==> src/i2c_host_pkg.sv <==
package i2c_host_pkg;

  // ----------------------------------------------------------------
  // Command codes
  // ----------------------------------------------------------------
  localparam logic [7:0] CMD_DEVICE_RESET = 8'hf0;
  localparam logic [7:0] CMD_READ_POINTER_SELECT = 8'he1;
  localparam logic [7:0] CMD_CONFIG_WRITE = 8'hd2;
  localparam logic [7:0] CMD_LINE_RESET = 8'hb4;
  localparam logic [7:0] CMD_LINE_SINGLE_SLOT = 8'h87;
  localparam logic [7:0] CMD_LINE_BYTE_WRITE = 8'ha5;
  localparam logic [7:0] CMD_LINE_BYTE_READ = 8'h96;
  localparam logic [7:0] CMD_LINE_SEARCH_TRIPLET = 8'h78;

  // ----------------------------------------------------------------
  // Read pointer codes
  // ----------------------------------------------------------------
  localparam logic [7:0] PTR_STATUS = 8'hf0;
  localparam logic [7:0] PTR_DATA = 8'he1;
  localparam logic [7:0] PTR_CONFIG = 8'hc3;

  // ----------------------------------------------------------------
  // Address and bus timing
  // ----------------------------------------------------------------
  // Upper six bits of the slave address, value is arbitrary
  localparam logic [5:0] ADDR_UPPER_BITS = 6'h0c;
  localparam logic [3:0] BITS_PER_BYTE = 4'h8;
  localparam int CLK_PERIOD_NS = 8;
  localparam int STD_RATE_KBPS = 100;
  localparam int FAST_RATE_KBPS = 400;
  localparam int FAST_BIT_NS = 1000000 / FAST_RATE_KBPS;
  localparam int FAST_BIT_CYC = FAST_BIT_NS / CLK_PERIOD_NS;
  localparam int SYNC_STAGES = 3;

  // ----------------------------------------------------------------
  // Types
  // ----------------------------------------------------------------
  typedef enum logic [2:0] {
    ST_IDLE, ST_ADDR, ST_ADDR_ACK, ST_WR_BYTE, ST_WR_ACK, ST_RD_BYTE, ST_RD_ACK, ST_IGNORE
  } busStateType;

  typedef enum logic [1:0] {PH_CMD, PH_PARAM, PH_DONE} wrPhaseType;

  typedef struct packed {
    logic [7:0] status;
    logic [7:0] data;
    logic [7:0] cfg;
  } regFileType;

  typedef struct packed {
    logic strobe;
    logic hasParam;
    logic [7:0] code;
    logic [7:0] param;
  } cmdType;

  typedef struct packed {
    logic [2:0] sclSync;
    logic [2:0] sdaSync;
    logic [2:0] adrSync;
    logic sclLvl;
    logic sdaLvl;
    logic adrLvl;
    busStateType st;
    wrPhaseType ph;
    logic [3:0] bitCnt;
    logic [7:0] shift;
    logic rw;
    logic masterAck;
    logic [7:0] pendCode;
    logic sdaOeN;
    logic sdaOut;
    cmdType cmd;
    logic [7:0] readPtr;
  } stateType;

  localparam stateType STATE_RESET = '{
    sclSync: 3'h7, sdaSync: 3'h7, adrSync: 3'h0, sclLvl: 1'b1, sdaLvl: 1'b1, adrLvl: 1'b0,
    st: ST_IDLE, ph: PH_CMD, bitCnt: 4'h0, shift: 8'h00, rw: 1'b0, masterAck: 1'b0,
    pendCode: 8'h00, sdaOeN: 1'b1, sdaOut: 1'b0, cmd: '0, readPtr: PTR_STATUS
  };

endpackage : i2c_host_pkg

==> src/i2c_host_command_interface.sv <==
`timescale 1ns/1ns
// Summary of operation
// - Works with bus bit rates up to 100 kbps and 400 kbps.
// - Transfers start from an idle bus or with a repeated START; master drives SCL and byte count.
// - Bytes move MSB first, each followed by one acknowledge slot.
// - Slave address low bit equals the sampled address select pin.
// - Direction bit 0 means write access, 1 means read access.
// - START is SDA falling while SCL stays high.
// - STOP is SDA rising while SCL stays high.
// - Repeated START behaves like START and opens a new address phase.
// - SDA changes only while SCL low; bits captured on SCL rising edge.
// - Read bits are driven after the previous SCL falling edge.
// - Acknowledging receiver holds SDA low over the ninth clock high phase.
// - When asleep, the address byte is not acknowledged; a busy line does not affect it.
// - Master leaves last read acknowledge high; device then releases SDA.
// - Write access carries a command code, optionally one parameter byte.
// - Surplus bytes and invalid parameters are never acknowledged.
// - Read bytes repeatedly return the register chosen by the read pointer.
// - Decoder knows device reset F0h, read pointer select E1h, config write D2h.
// - Decoder knows line reset B4h, single slot 87h, byte write A5h.
// - Decoder knows line byte read 96h and search triplet 78h.
// - Pointer code C3h selects config; invalid pointer codes are refused.
// - While the line is busy, line commands are refused and ignored.

module i2c_host_command_interface (
  // Clock and reset
  input wire logic mclk,
  input wire logic srst,
  input wire logic ce,
  // Bus pins
  input wire logic scl,
  input wire logic sdaIn,
  output logic sdaOut,
  output logic sdaOeN,
  // Strap
  input wire logic addressSelectPin,
  // Core side
  input wire logic lineBusyFlag,
  input wire logic asleep,
  input wire i2c_host_pkg::regFileType regs,
  output i2c_host_pkg::cmdType cmd,
  output logic [7:0] readPointer
);

  i2c_host_pkg::stateType q;
  i2c_host_pkg::stateType d;
  logic sclNew;
  logic sdaNew;
  logic sclRise;
  logic sclFall;
  logic startDet;
  logic stopDet;
  logic addrMatch;
  logic codeKnown;
  logic codeNeedsParam;
  logic codeBusyRefused;
  logic paramOk;
  logic byteDone;
  logic [7:0] readByte;

  // ----------------------------------------------------------------
  // Decode helpers
  // ----------------------------------------------------------------
  function automatic logic [7:0] nextPointer(input logic [7:0] code, input logic [7:0] param,
                                             input logic [7:0] current);
    logic [7:0] p;
    p = current;
    unique case (code)
      i2c_host_pkg::CMD_READ_POINTER_SELECT: p = param;
      i2c_host_pkg::CMD_CONFIG_WRITE: p = i2c_host_pkg::PTR_CONFIG;
      default: p = i2c_host_pkg::PTR_STATUS;
    endcase
    return p;
  endfunction : nextPointer

  // ----------------------------------------------------------------
  // Next state
  // ----------------------------------------------------------------
  always_comb begin
    d = q;
    d.cmd.strobe = 1'b0;
    // Three stages; a change counts once stages two and three agree
    d.sclSync = {q.sclSync[1:0], scl};
    d.sdaSync = {q.sdaSync[1:0], sdaIn};
    d.adrSync = {q.adrSync[1:0], addressSelectPin};
    // Filter delay of a few cycles is far below a 400 kbps half period
    sclNew = (q.sclSync[1] == q.sclSync[2]) ? q.sclSync[2] : q.sclLvl;
    sdaNew = (q.sdaSync[1] == q.sdaSync[2]) ? q.sdaSync[2] : q.sdaLvl;
    d.sclLvl = sclNew;
    d.sdaLvl = sdaNew;
    d.adrLvl = (q.adrSync[1] == q.adrSync[2]) ? q.adrSync[2] : q.adrLvl;
    sclRise = !q.sclLvl && sclNew;
    sclFall = q.sclLvl && !sclNew;
    startDet = q.sclLvl && sclNew && q.sdaLvl && !sdaNew;
    stopDet = q.sclLvl && sclNew && !q.sdaLvl && sdaNew;
    byteDone = sclFall && (q.bitCnt == i2c_host_pkg::BITS_PER_BYTE);
    addrMatch = (q.shift[7:1] == {i2c_host_pkg::ADDR_UPPER_BITS, q.adrLvl});
    codeKnown = 1'b0;
    codeNeedsParam = 1'b0;
    codeBusyRefused = 1'b0;
    unique case (q.shift)
      i2c_host_pkg::CMD_DEVICE_RESET, i2c_host_pkg::CMD_LINE_RESET, i2c_host_pkg::CMD_LINE_BYTE_READ: begin
        codeKnown = 1'b1;
        codeBusyRefused = (q.shift != i2c_host_pkg::CMD_DEVICE_RESET);
      end
      i2c_host_pkg::CMD_READ_POINTER_SELECT: begin
        codeKnown = 1'b1;
        codeNeedsParam = 1'b1;
      end
      i2c_host_pkg::CMD_CONFIG_WRITE, i2c_host_pkg::CMD_LINE_SINGLE_SLOT, i2c_host_pkg::CMD_LINE_BYTE_WRITE,
      i2c_host_pkg::CMD_LINE_SEARCH_TRIPLET: begin
        codeKnown = 1'b1;
        codeNeedsParam = 1'b1;
        codeBusyRefused = 1'b1;
      end
      default: ;
    endcase
    // Only the pointer select parameter has a restricted set of values
    paramOk = (q.pendCode != i2c_host_pkg::CMD_READ_POINTER_SELECT) ||
              (q.shift == i2c_host_pkg::PTR_STATUS) || (q.shift == i2c_host_pkg::PTR_DATA) ||
              (q.shift == i2c_host_pkg::PTR_CONFIG);
    unique case (q.readPtr)
      i2c_host_pkg::PTR_DATA: readByte = regs.data;
      i2c_host_pkg::PTR_CONFIG: readByte = regs.cfg;
      default: readByte = regs.status;
    endcase
    if (startDet) begin
      // Repeated START needs no special path
      d.st = i2c_host_pkg::ST_ADDR;
      d.bitCnt = 4'h0;
      d.sdaOeN = 1'b1;
    end else if (stopDet) begin
      d.st = i2c_host_pkg::ST_IDLE;
      d.sdaOeN = 1'b1;
    end else begin
      unique case (q.st)
        i2c_host_pkg::ST_IDLE, i2c_host_pkg::ST_IGNORE: ;
        i2c_host_pkg::ST_ADDR: begin
          if (sclRise && q.bitCnt < i2c_host_pkg::BITS_PER_BYTE) begin
            d.shift = {q.shift[6:0], q.sdaLvl};
            d.bitCnt = 4'(q.bitCnt + 4'h1);
          end else if (byteDone) begin
            if (addrMatch && !asleep) begin
              d.sdaOeN = 1'b0;
              d.rw = q.shift[0];
              d.ph = i2c_host_pkg::PH_CMD;
              d.st = i2c_host_pkg::ST_ADDR_ACK;
            end else begin
              d.st = i2c_host_pkg::ST_IGNORE;
            end
          end
        end
        i2c_host_pkg::ST_WR_BYTE: begin
          if (sclRise && q.bitCnt < i2c_host_pkg::BITS_PER_BYTE) begin
            d.shift = {q.shift[6:0], q.sdaLvl};
            d.bitCnt = 4'(q.bitCnt + 4'h1);
          end else if (byteDone) begin
            d.st = i2c_host_pkg::ST_IGNORE;
            unique case (q.ph)
              i2c_host_pkg::PH_CMD: begin
                if (codeKnown && !(codeBusyRefused && lineBusyFlag)) begin
                  d.sdaOeN = 1'b0;
                  d.st = i2c_host_pkg::ST_WR_ACK;
                  d.pendCode = q.shift;
                  if (codeNeedsParam) begin
                    d.ph = i2c_host_pkg::PH_PARAM;
                  end else begin
                    d.ph = i2c_host_pkg::PH_DONE;
                    d.cmd = '{strobe: 1'b1, hasParam: 1'b0, code: q.shift, param: 8'h00};
                    d.readPtr = nextPointer(q.shift, 8'h00, q.readPtr);
                  end
                end
              end
              i2c_host_pkg::PH_PARAM: begin
                if (paramOk) begin
                  d.sdaOeN = 1'b0;
                  d.st = i2c_host_pkg::ST_WR_ACK;
                  d.ph = i2c_host_pkg::PH_DONE;
                  d.cmd = '{strobe: 1'b1, hasParam: 1'b1, code: q.pendCode, param: q.shift};
                  d.readPtr = nextPointer(q.pendCode, q.shift, q.readPtr);
                end
              end
              default: ;
            endcase
          end
        end
        i2c_host_pkg::ST_ADDR_ACK, i2c_host_pkg::ST_WR_ACK: begin
          if (sclFall) begin
            d.bitCnt = 4'h0;
            d.sdaOeN = 1'b1;
            d.st = i2c_host_pkg::ST_WR_BYTE;
            if (q.st == i2c_host_pkg::ST_ADDR_ACK && q.rw) begin
              d.shift = readByte;
              d.sdaOeN = readByte[7];
              d.bitCnt = 4'h1;
              d.st = i2c_host_pkg::ST_RD_BYTE;
            end
          end
        end
        i2c_host_pkg::ST_RD_BYTE: begin
          if (sclFall) begin
            if (q.bitCnt == i2c_host_pkg::BITS_PER_BYTE) begin
              d.sdaOeN = 1'b1;
              d.st = i2c_host_pkg::ST_RD_ACK;
            end else begin
              d.shift = {q.shift[6:0], 1'b0};
              d.sdaOeN = q.shift[6];
              d.bitCnt = 4'(q.bitCnt + 4'h1);
            end
          end
        end
        i2c_host_pkg::ST_RD_ACK: begin
          if (sclRise) begin
            d.masterAck = !q.sdaLvl;
          end else if (sclFall) begin
            if (q.masterAck) begin
              d.shift = readByte;
              d.sdaOeN = readByte[7];
              d.bitCnt = 4'h1;
              d.st = i2c_host_pkg::ST_RD_BYTE;
            end else begin
              d.sdaOeN = 1'b1;
              d.st = i2c_host_pkg::ST_IGNORE;
            end
          end
        end
      endcase
    end
  end

  // ----------------------------------------------------------------
  // State register
  // ----------------------------------------------------------------
  always_ff @(posedge mclk) begin
    if (srst) begin
      q <= i2c_host_pkg::STATE_RESET;
    end else if (ce) begin
      q <= d;
    end
  end

  assign sdaOut = q.sdaOut;
  assign sdaOeN = q.sdaOeN;
  assign cmd = q.cmd;
  assign readPointer = q.readPtr;
endmodule : i2c_host_command_interface

==> config.mk <==
export PLATFORM = sky130hd
export DESIGN_NAME = i2c_host_command_interface
export DESIGN_NICKNAME = d
export VERILOG_FILES = /design/src/i2c_host_pkg.sv /design/src/i2c_host_command_interface.sv
export SDC_FILE = /design/constraint.sdc
export NUM_CORES = 1
export LEC_CHECK = 0
export BUFFER_PORTS_ARGS = -buffer_cell sky130_fd_sc_hd__buf_4
export CAP_MARGIN = 20
export CORE_MARGIN = 2
export CORE_UTILIZATION = 55
export CTS_CLUSTER_SIZE = 12
export DETAILED_ROUTE_END_ITERATION = 16
export PLACE_DENSITY = 0.89
export SLEW_MARGIN = 20
export SYNTH_ARGS = -nofsm -noshare
export SYNTH_HDL_FRONTEND = slang
export SYNTH_SLANG_ARGS = --single-unit
==> constraint.sdc <==
create_clock -name mclk -period 7.1 [get_ports mclk]
set_clock_uncertainty 0.15 [all_clocks]
set_input_delay 0.71 -clock mclk [delete_from_list [all_inputs] [get_ports mclk]]
set_output_delay 0.71 -clock mclk [all_outputs]
set_load 0.05 [all_outputs]
# After elaboration in Yosys (flattened, before gate mapping)

Index checks and enable logic that the tools add are counted.

Word-level logic and storage cells: 210
Output and inout bits: 28
Input bits: 32
Bits in registers: 66

Equality and inequality tests: 67
Bitwise gates (word level): 3
Magnitude comparators: 1
Add/subtract/negate cells: 1
Reductions and logical operators: 44
Muxes and demuxes: 75

Operators with widths:

| kind               | number |
|---|---|
| $mux 26            | 8 |
| $eq 8x8->1 const B | 12 |
| $mux 12            | 7 |
| $pmux 26 s2        | 1 |
| $pmux 12 s4        | 1 |
| $pmux 8 s2         | 3 |
| $ne 4x4->1 const B | 10 |
| $mux 9             | 4 |
| $ne 2x2->1 const B | 16 |
| $mux 3             | 9 |
| $ne 3x3->1 const B | 8 |
| $reduce_and 12->1  | 2 |
| $mux 1             | 23 |
| $mux 22            | 1 |
| $mux 5             | 4 |
| $reduce_and 10->1  | 2 |
| $mux 8             | 2 |
| $ne 8x8->1 const B | 2 |
| $pmux 3 s5         | 1 |
| $reduce_and 14->1  | 1 |
| $logic_and 1x1->1  | 13 |
| $mux 4             | 3 |
| $reduce_and 11->1  | 1 |
| $ne 5x5->1 const B | 2 |
| other kinds (35)   | 55 |

# Longest topological paths before layout

Word-level depth: 13
Mapped depth: 8

# Worst setup path before layout

Ideal clock, no wire load.

Kind: in2reg
Start point: input ce
End point: register q (netlist bit cmd[11])
Library setup time: 0.116 ns
Data arrival time: 2.085 ns
Path slack: 4.749 ns
Path buffers: 1
Stages on the path: 6
Path through: inv_1 > or4_4 > a21oi_1 > buf_2 > nand2_2 > a31o_2

Longest elaborated chain between the ends: 1

Ends and longest elaborated chain:

| item                               | line                              | source |
|---|---|---|
| start, declared                    | i2c_host_command_interface.sv:29  | `input wire logic ce,` |
| $reduce_and 10->1 (no source line) | n/a                               |  |
| end signal, assigned               | i2c_host_command_interface.sv:236 | `q <= i2c_host_pkg::STATE_RESET;` |
| end, declared                      | i2c_host_command_interface.sv:45  | `i2c_host_pkg::stateType q;` |

No other way between the ends.
A chain may end at the register's enable or synchronous reset.

# Worst setup path in the final report

Start point: register q[53] in the netlist's numbering
End point: register q (netlist bit readPointer[0])

Longest elaborated chain between the ends: 2

Ends and longest elaborated chain:

| item                               | line                              | source |
|---|---|---|
| $eq 3x2->1                         | i2c_host_command_interface.sv:136 | `unique case (q.st)` |
| $reduce_and 10->1 (no source line) | n/a                               |  |

No other way between the ends.

==> metrics <==
status finished clean; synthesized area 3840 µm²; sequential-to-total area share from yosys stat 34.4%; Post-synth EDFFs 0; Critical Path AT 3.36 ns; commonest cells after routing, fill and taps aside 66 x dfxtp_1, 58 x buf_4, 46 x a21oi_1, 42 x nor2_1, 29 x nand2_1; # nets final 515; area share of the largest cell type after synthesis 34.4%; Hold Crit Class register to register; CORE AREA 6760 µm²; Pwr Total 0.00103 W; diodes inserted 0; clock period minus worst slack 3.27 ns; R2R Path Start q[53]$_SDFFE_PP0P_; 1st-iter DRT viols 391; Pre-antenna DRT Iters 6; Slew headroom 43.3%; Util after Layout 63.4%; R2R setup slack 3.83 ns; Ys Warns 0; Site Rows 30; total track usage 26.6%; Die W 87.5 µm; WP buf/inv 0; Hold WS 0.325 ns; die height 87.5 µm; antenna violations before repair 0; synthesized flop and latch total 66; # hold bufs at CTS 0; via density per instance 6.54; Hold Path Depth 1; Starting Density 56.8%; hold_sp readPointer[7]$_SDFFE_PP1P_; grt total ovfl 0; area leader, netlist dfxtp_1; RePlAce Congestion 0.982; setup TNS 0 ns; f_max 306 MHz; RSZ-0062 raised after global routing no; Slew @ Worst Pin 0.851 ns; Post-Syn Nets 502; # fillers 566; most common cell after layout, fill and taps aside dfxtp_1; CP Capture Type register; area occupied by multi-input gates 2140 µm²; vias in the first global route 3382; CTS resizes 0; layout cells sized above 1 18.9%; clk buf depth 2; buffer count from post-CTS setup fixing 0; # clock sinks 66; worst-skew pair later-pin latency 0.35 ns; clock slew at reported path FFs 0.07 ns; delay-heaviest family, CP compound AO/OA/AOI/OAI gates; Synth cell types 71; Worst EP required 7.18 ns; Fin. Hold Viols 0; FF-to-FF End readPointer[0]$_SDFFE_PP0P_; register area 1320 µm²; Gate Count Post-Synth 468; startpoint types register; critical-path maximum fanout 25; final setup fails 0; max cap viols 0; critical path class register to register; Final Max Slew Viols 0; largest net degree at the start of global routing 43; total die area 7660 µm²; Pwr Density 240 nW/µm²; FFs w/ async S/R, synth 0%; IO Count 60; Area Overhead vs Synth 11.6%; Detailed Route WL 10100 µm; crit-path cells nand3b_1, or4_4, a21oi_1, a21oi_2, a22o_1; Wirelength per Cell 17.8 µm; cells on worst reg2reg path 5; final critical-path share of the clock period 46.1%; Synth area leaders dfxtp_1 34%, a21oi_1 6.0%, buf_4 5.7%; TritonCTS clock tree done; Worst path max stage delay 0.79 ns; first-pass GRT wire length 16100 µm; most used flip-flop cell after synthesis dfxtp_1; port bufs 58; Final ANT Viol Nets 0; Worst Hold End readPointer[7]$_SDFFE_PP1P_; drc violations 0; post-synthesis area per instance 8.20 µm²; Max IR drop VDD 0.191 mV; DR vias 3701; CTS root buf clkbuf_8; Leakage 1.63 nW; slowest stage cell, crit path dfxtp_1; Final HPWL DP 7080 µm; Inserted Clock Buffers 9; H-tree lvl count 3
==> registers in the layout, summed over array words and instances (netlist names) <==
signal	count
sdaOeN	1
q	33
cmd	18
readPointer	8
d	6
==> where the power goes <==
group          switching (W)  internal, W
combinational       0.000125    0.0000876
sequential         0.0000457     0.000385
clock               0.000149     0.000234
==> worst max path at each step <==
stage / start / end / slack (ns) / depth (start not counted)
after detailed placement: ce / readPointer[0]$_SDFFE_PP0P_ / 3.84 / 6
final: q[53]$_SDFFE_PP0P_ / readPointer[0]$_SDFFE_PP0P_ / 3.83 / 5
after floorplan: ce / cmd[11]$_SDFFE_PP0P_ / 4.75 / 6
after global placement: ce / readPointer[1]$_SDFFE_PP0P_ / 3.88 / 6
after CTS: q[53]$_SDFFE_PP0P_ / readPointer[0]$_SDFFE_PP0P_ / 3.92 / 5
after global routing: q[53]$_SDFFE_PP0P_ / readPointer[0]$_SDFFE_PP0P_ / 3.62 / 5
==> per-layer routing <==
metal | part of all wire, % | GRT usage, % | wire length (µm) | vias up
met3 | 10 | 4.45 | 1020 | 37
met1 | 41 | 36.0 | 4160 | 1708
met4 | 3.0 | 11.9 | 306 | 0
met5 | 0 | 0 | 0 | -
li1 | - | - | - | 1732
met2 | 46 | 41.7 | 4620 | 224
==> cells by family after synthesis <==
| family | synth area share (%) |
|---|---|
| and+or+nand+nor | 22.2 |
| DFF | 34.4 |
| other | 0.0978 |
| buffers and inverters | 10.0 |
| muxes | 5.48 |
| AOI/OAI and AO/OA | 26.4 |
| xor gates and xnor gates | 0.685 |
| adders and majority gates | 0.652 |
==> metrics by stage <==
| stage | std cells | instance area [µm²] | setup slack, ns |
|---|---|---|---|
| after floorplan | 468 | 3840 | 4.75 |
| after global placement | 550 | 4040 | 3.88 |
| after detailed placement | 550 | 4040 | 3.84 |
| after CTS | 566 | 4280 | 3.92 |
| after global routing | 566 | 4280 | 3.62 |
| final | 566 | 4280 | 3.83 |
==> Yosys cell counts, drive strengths merged (2+ instances only) <==
library cell	instances
a2111oi	2
nand4bb	3
a211oi	7
clkbuf	17
nand2b	12
o22ai	2
a21oi	48
o211ai	3
nor4	7
o31a	2
dfxtp	66
o221a	4
o21ai	26
nand2	30
or4	3
o311ai	3
nand4	6
a31oi	3
nor3	14
xnor2	3
o32ai	2
buf	39
inv	13
mux2i	21
nand3b	3
a22o	11
nor2	42
a22oi	9
and3	2
and2	2
nor2b	8
a311oi	4
or3b	2
nor4b	3
a31o	3
nand3	11
a21o	4
a32oi	2
and4bb	2
ha	2
a211o	2
==> final cells by class <==
cell class	instances	area share (%)
tap	80	2.34
sequential	66	30.9
clock inverter	6	2.66
multi-input combinational	333	49.9
inverter	13	1.14
clock buffer	10	2.98
timing repair buffer	58	10.2
Power figures use the tool's default switching activity.
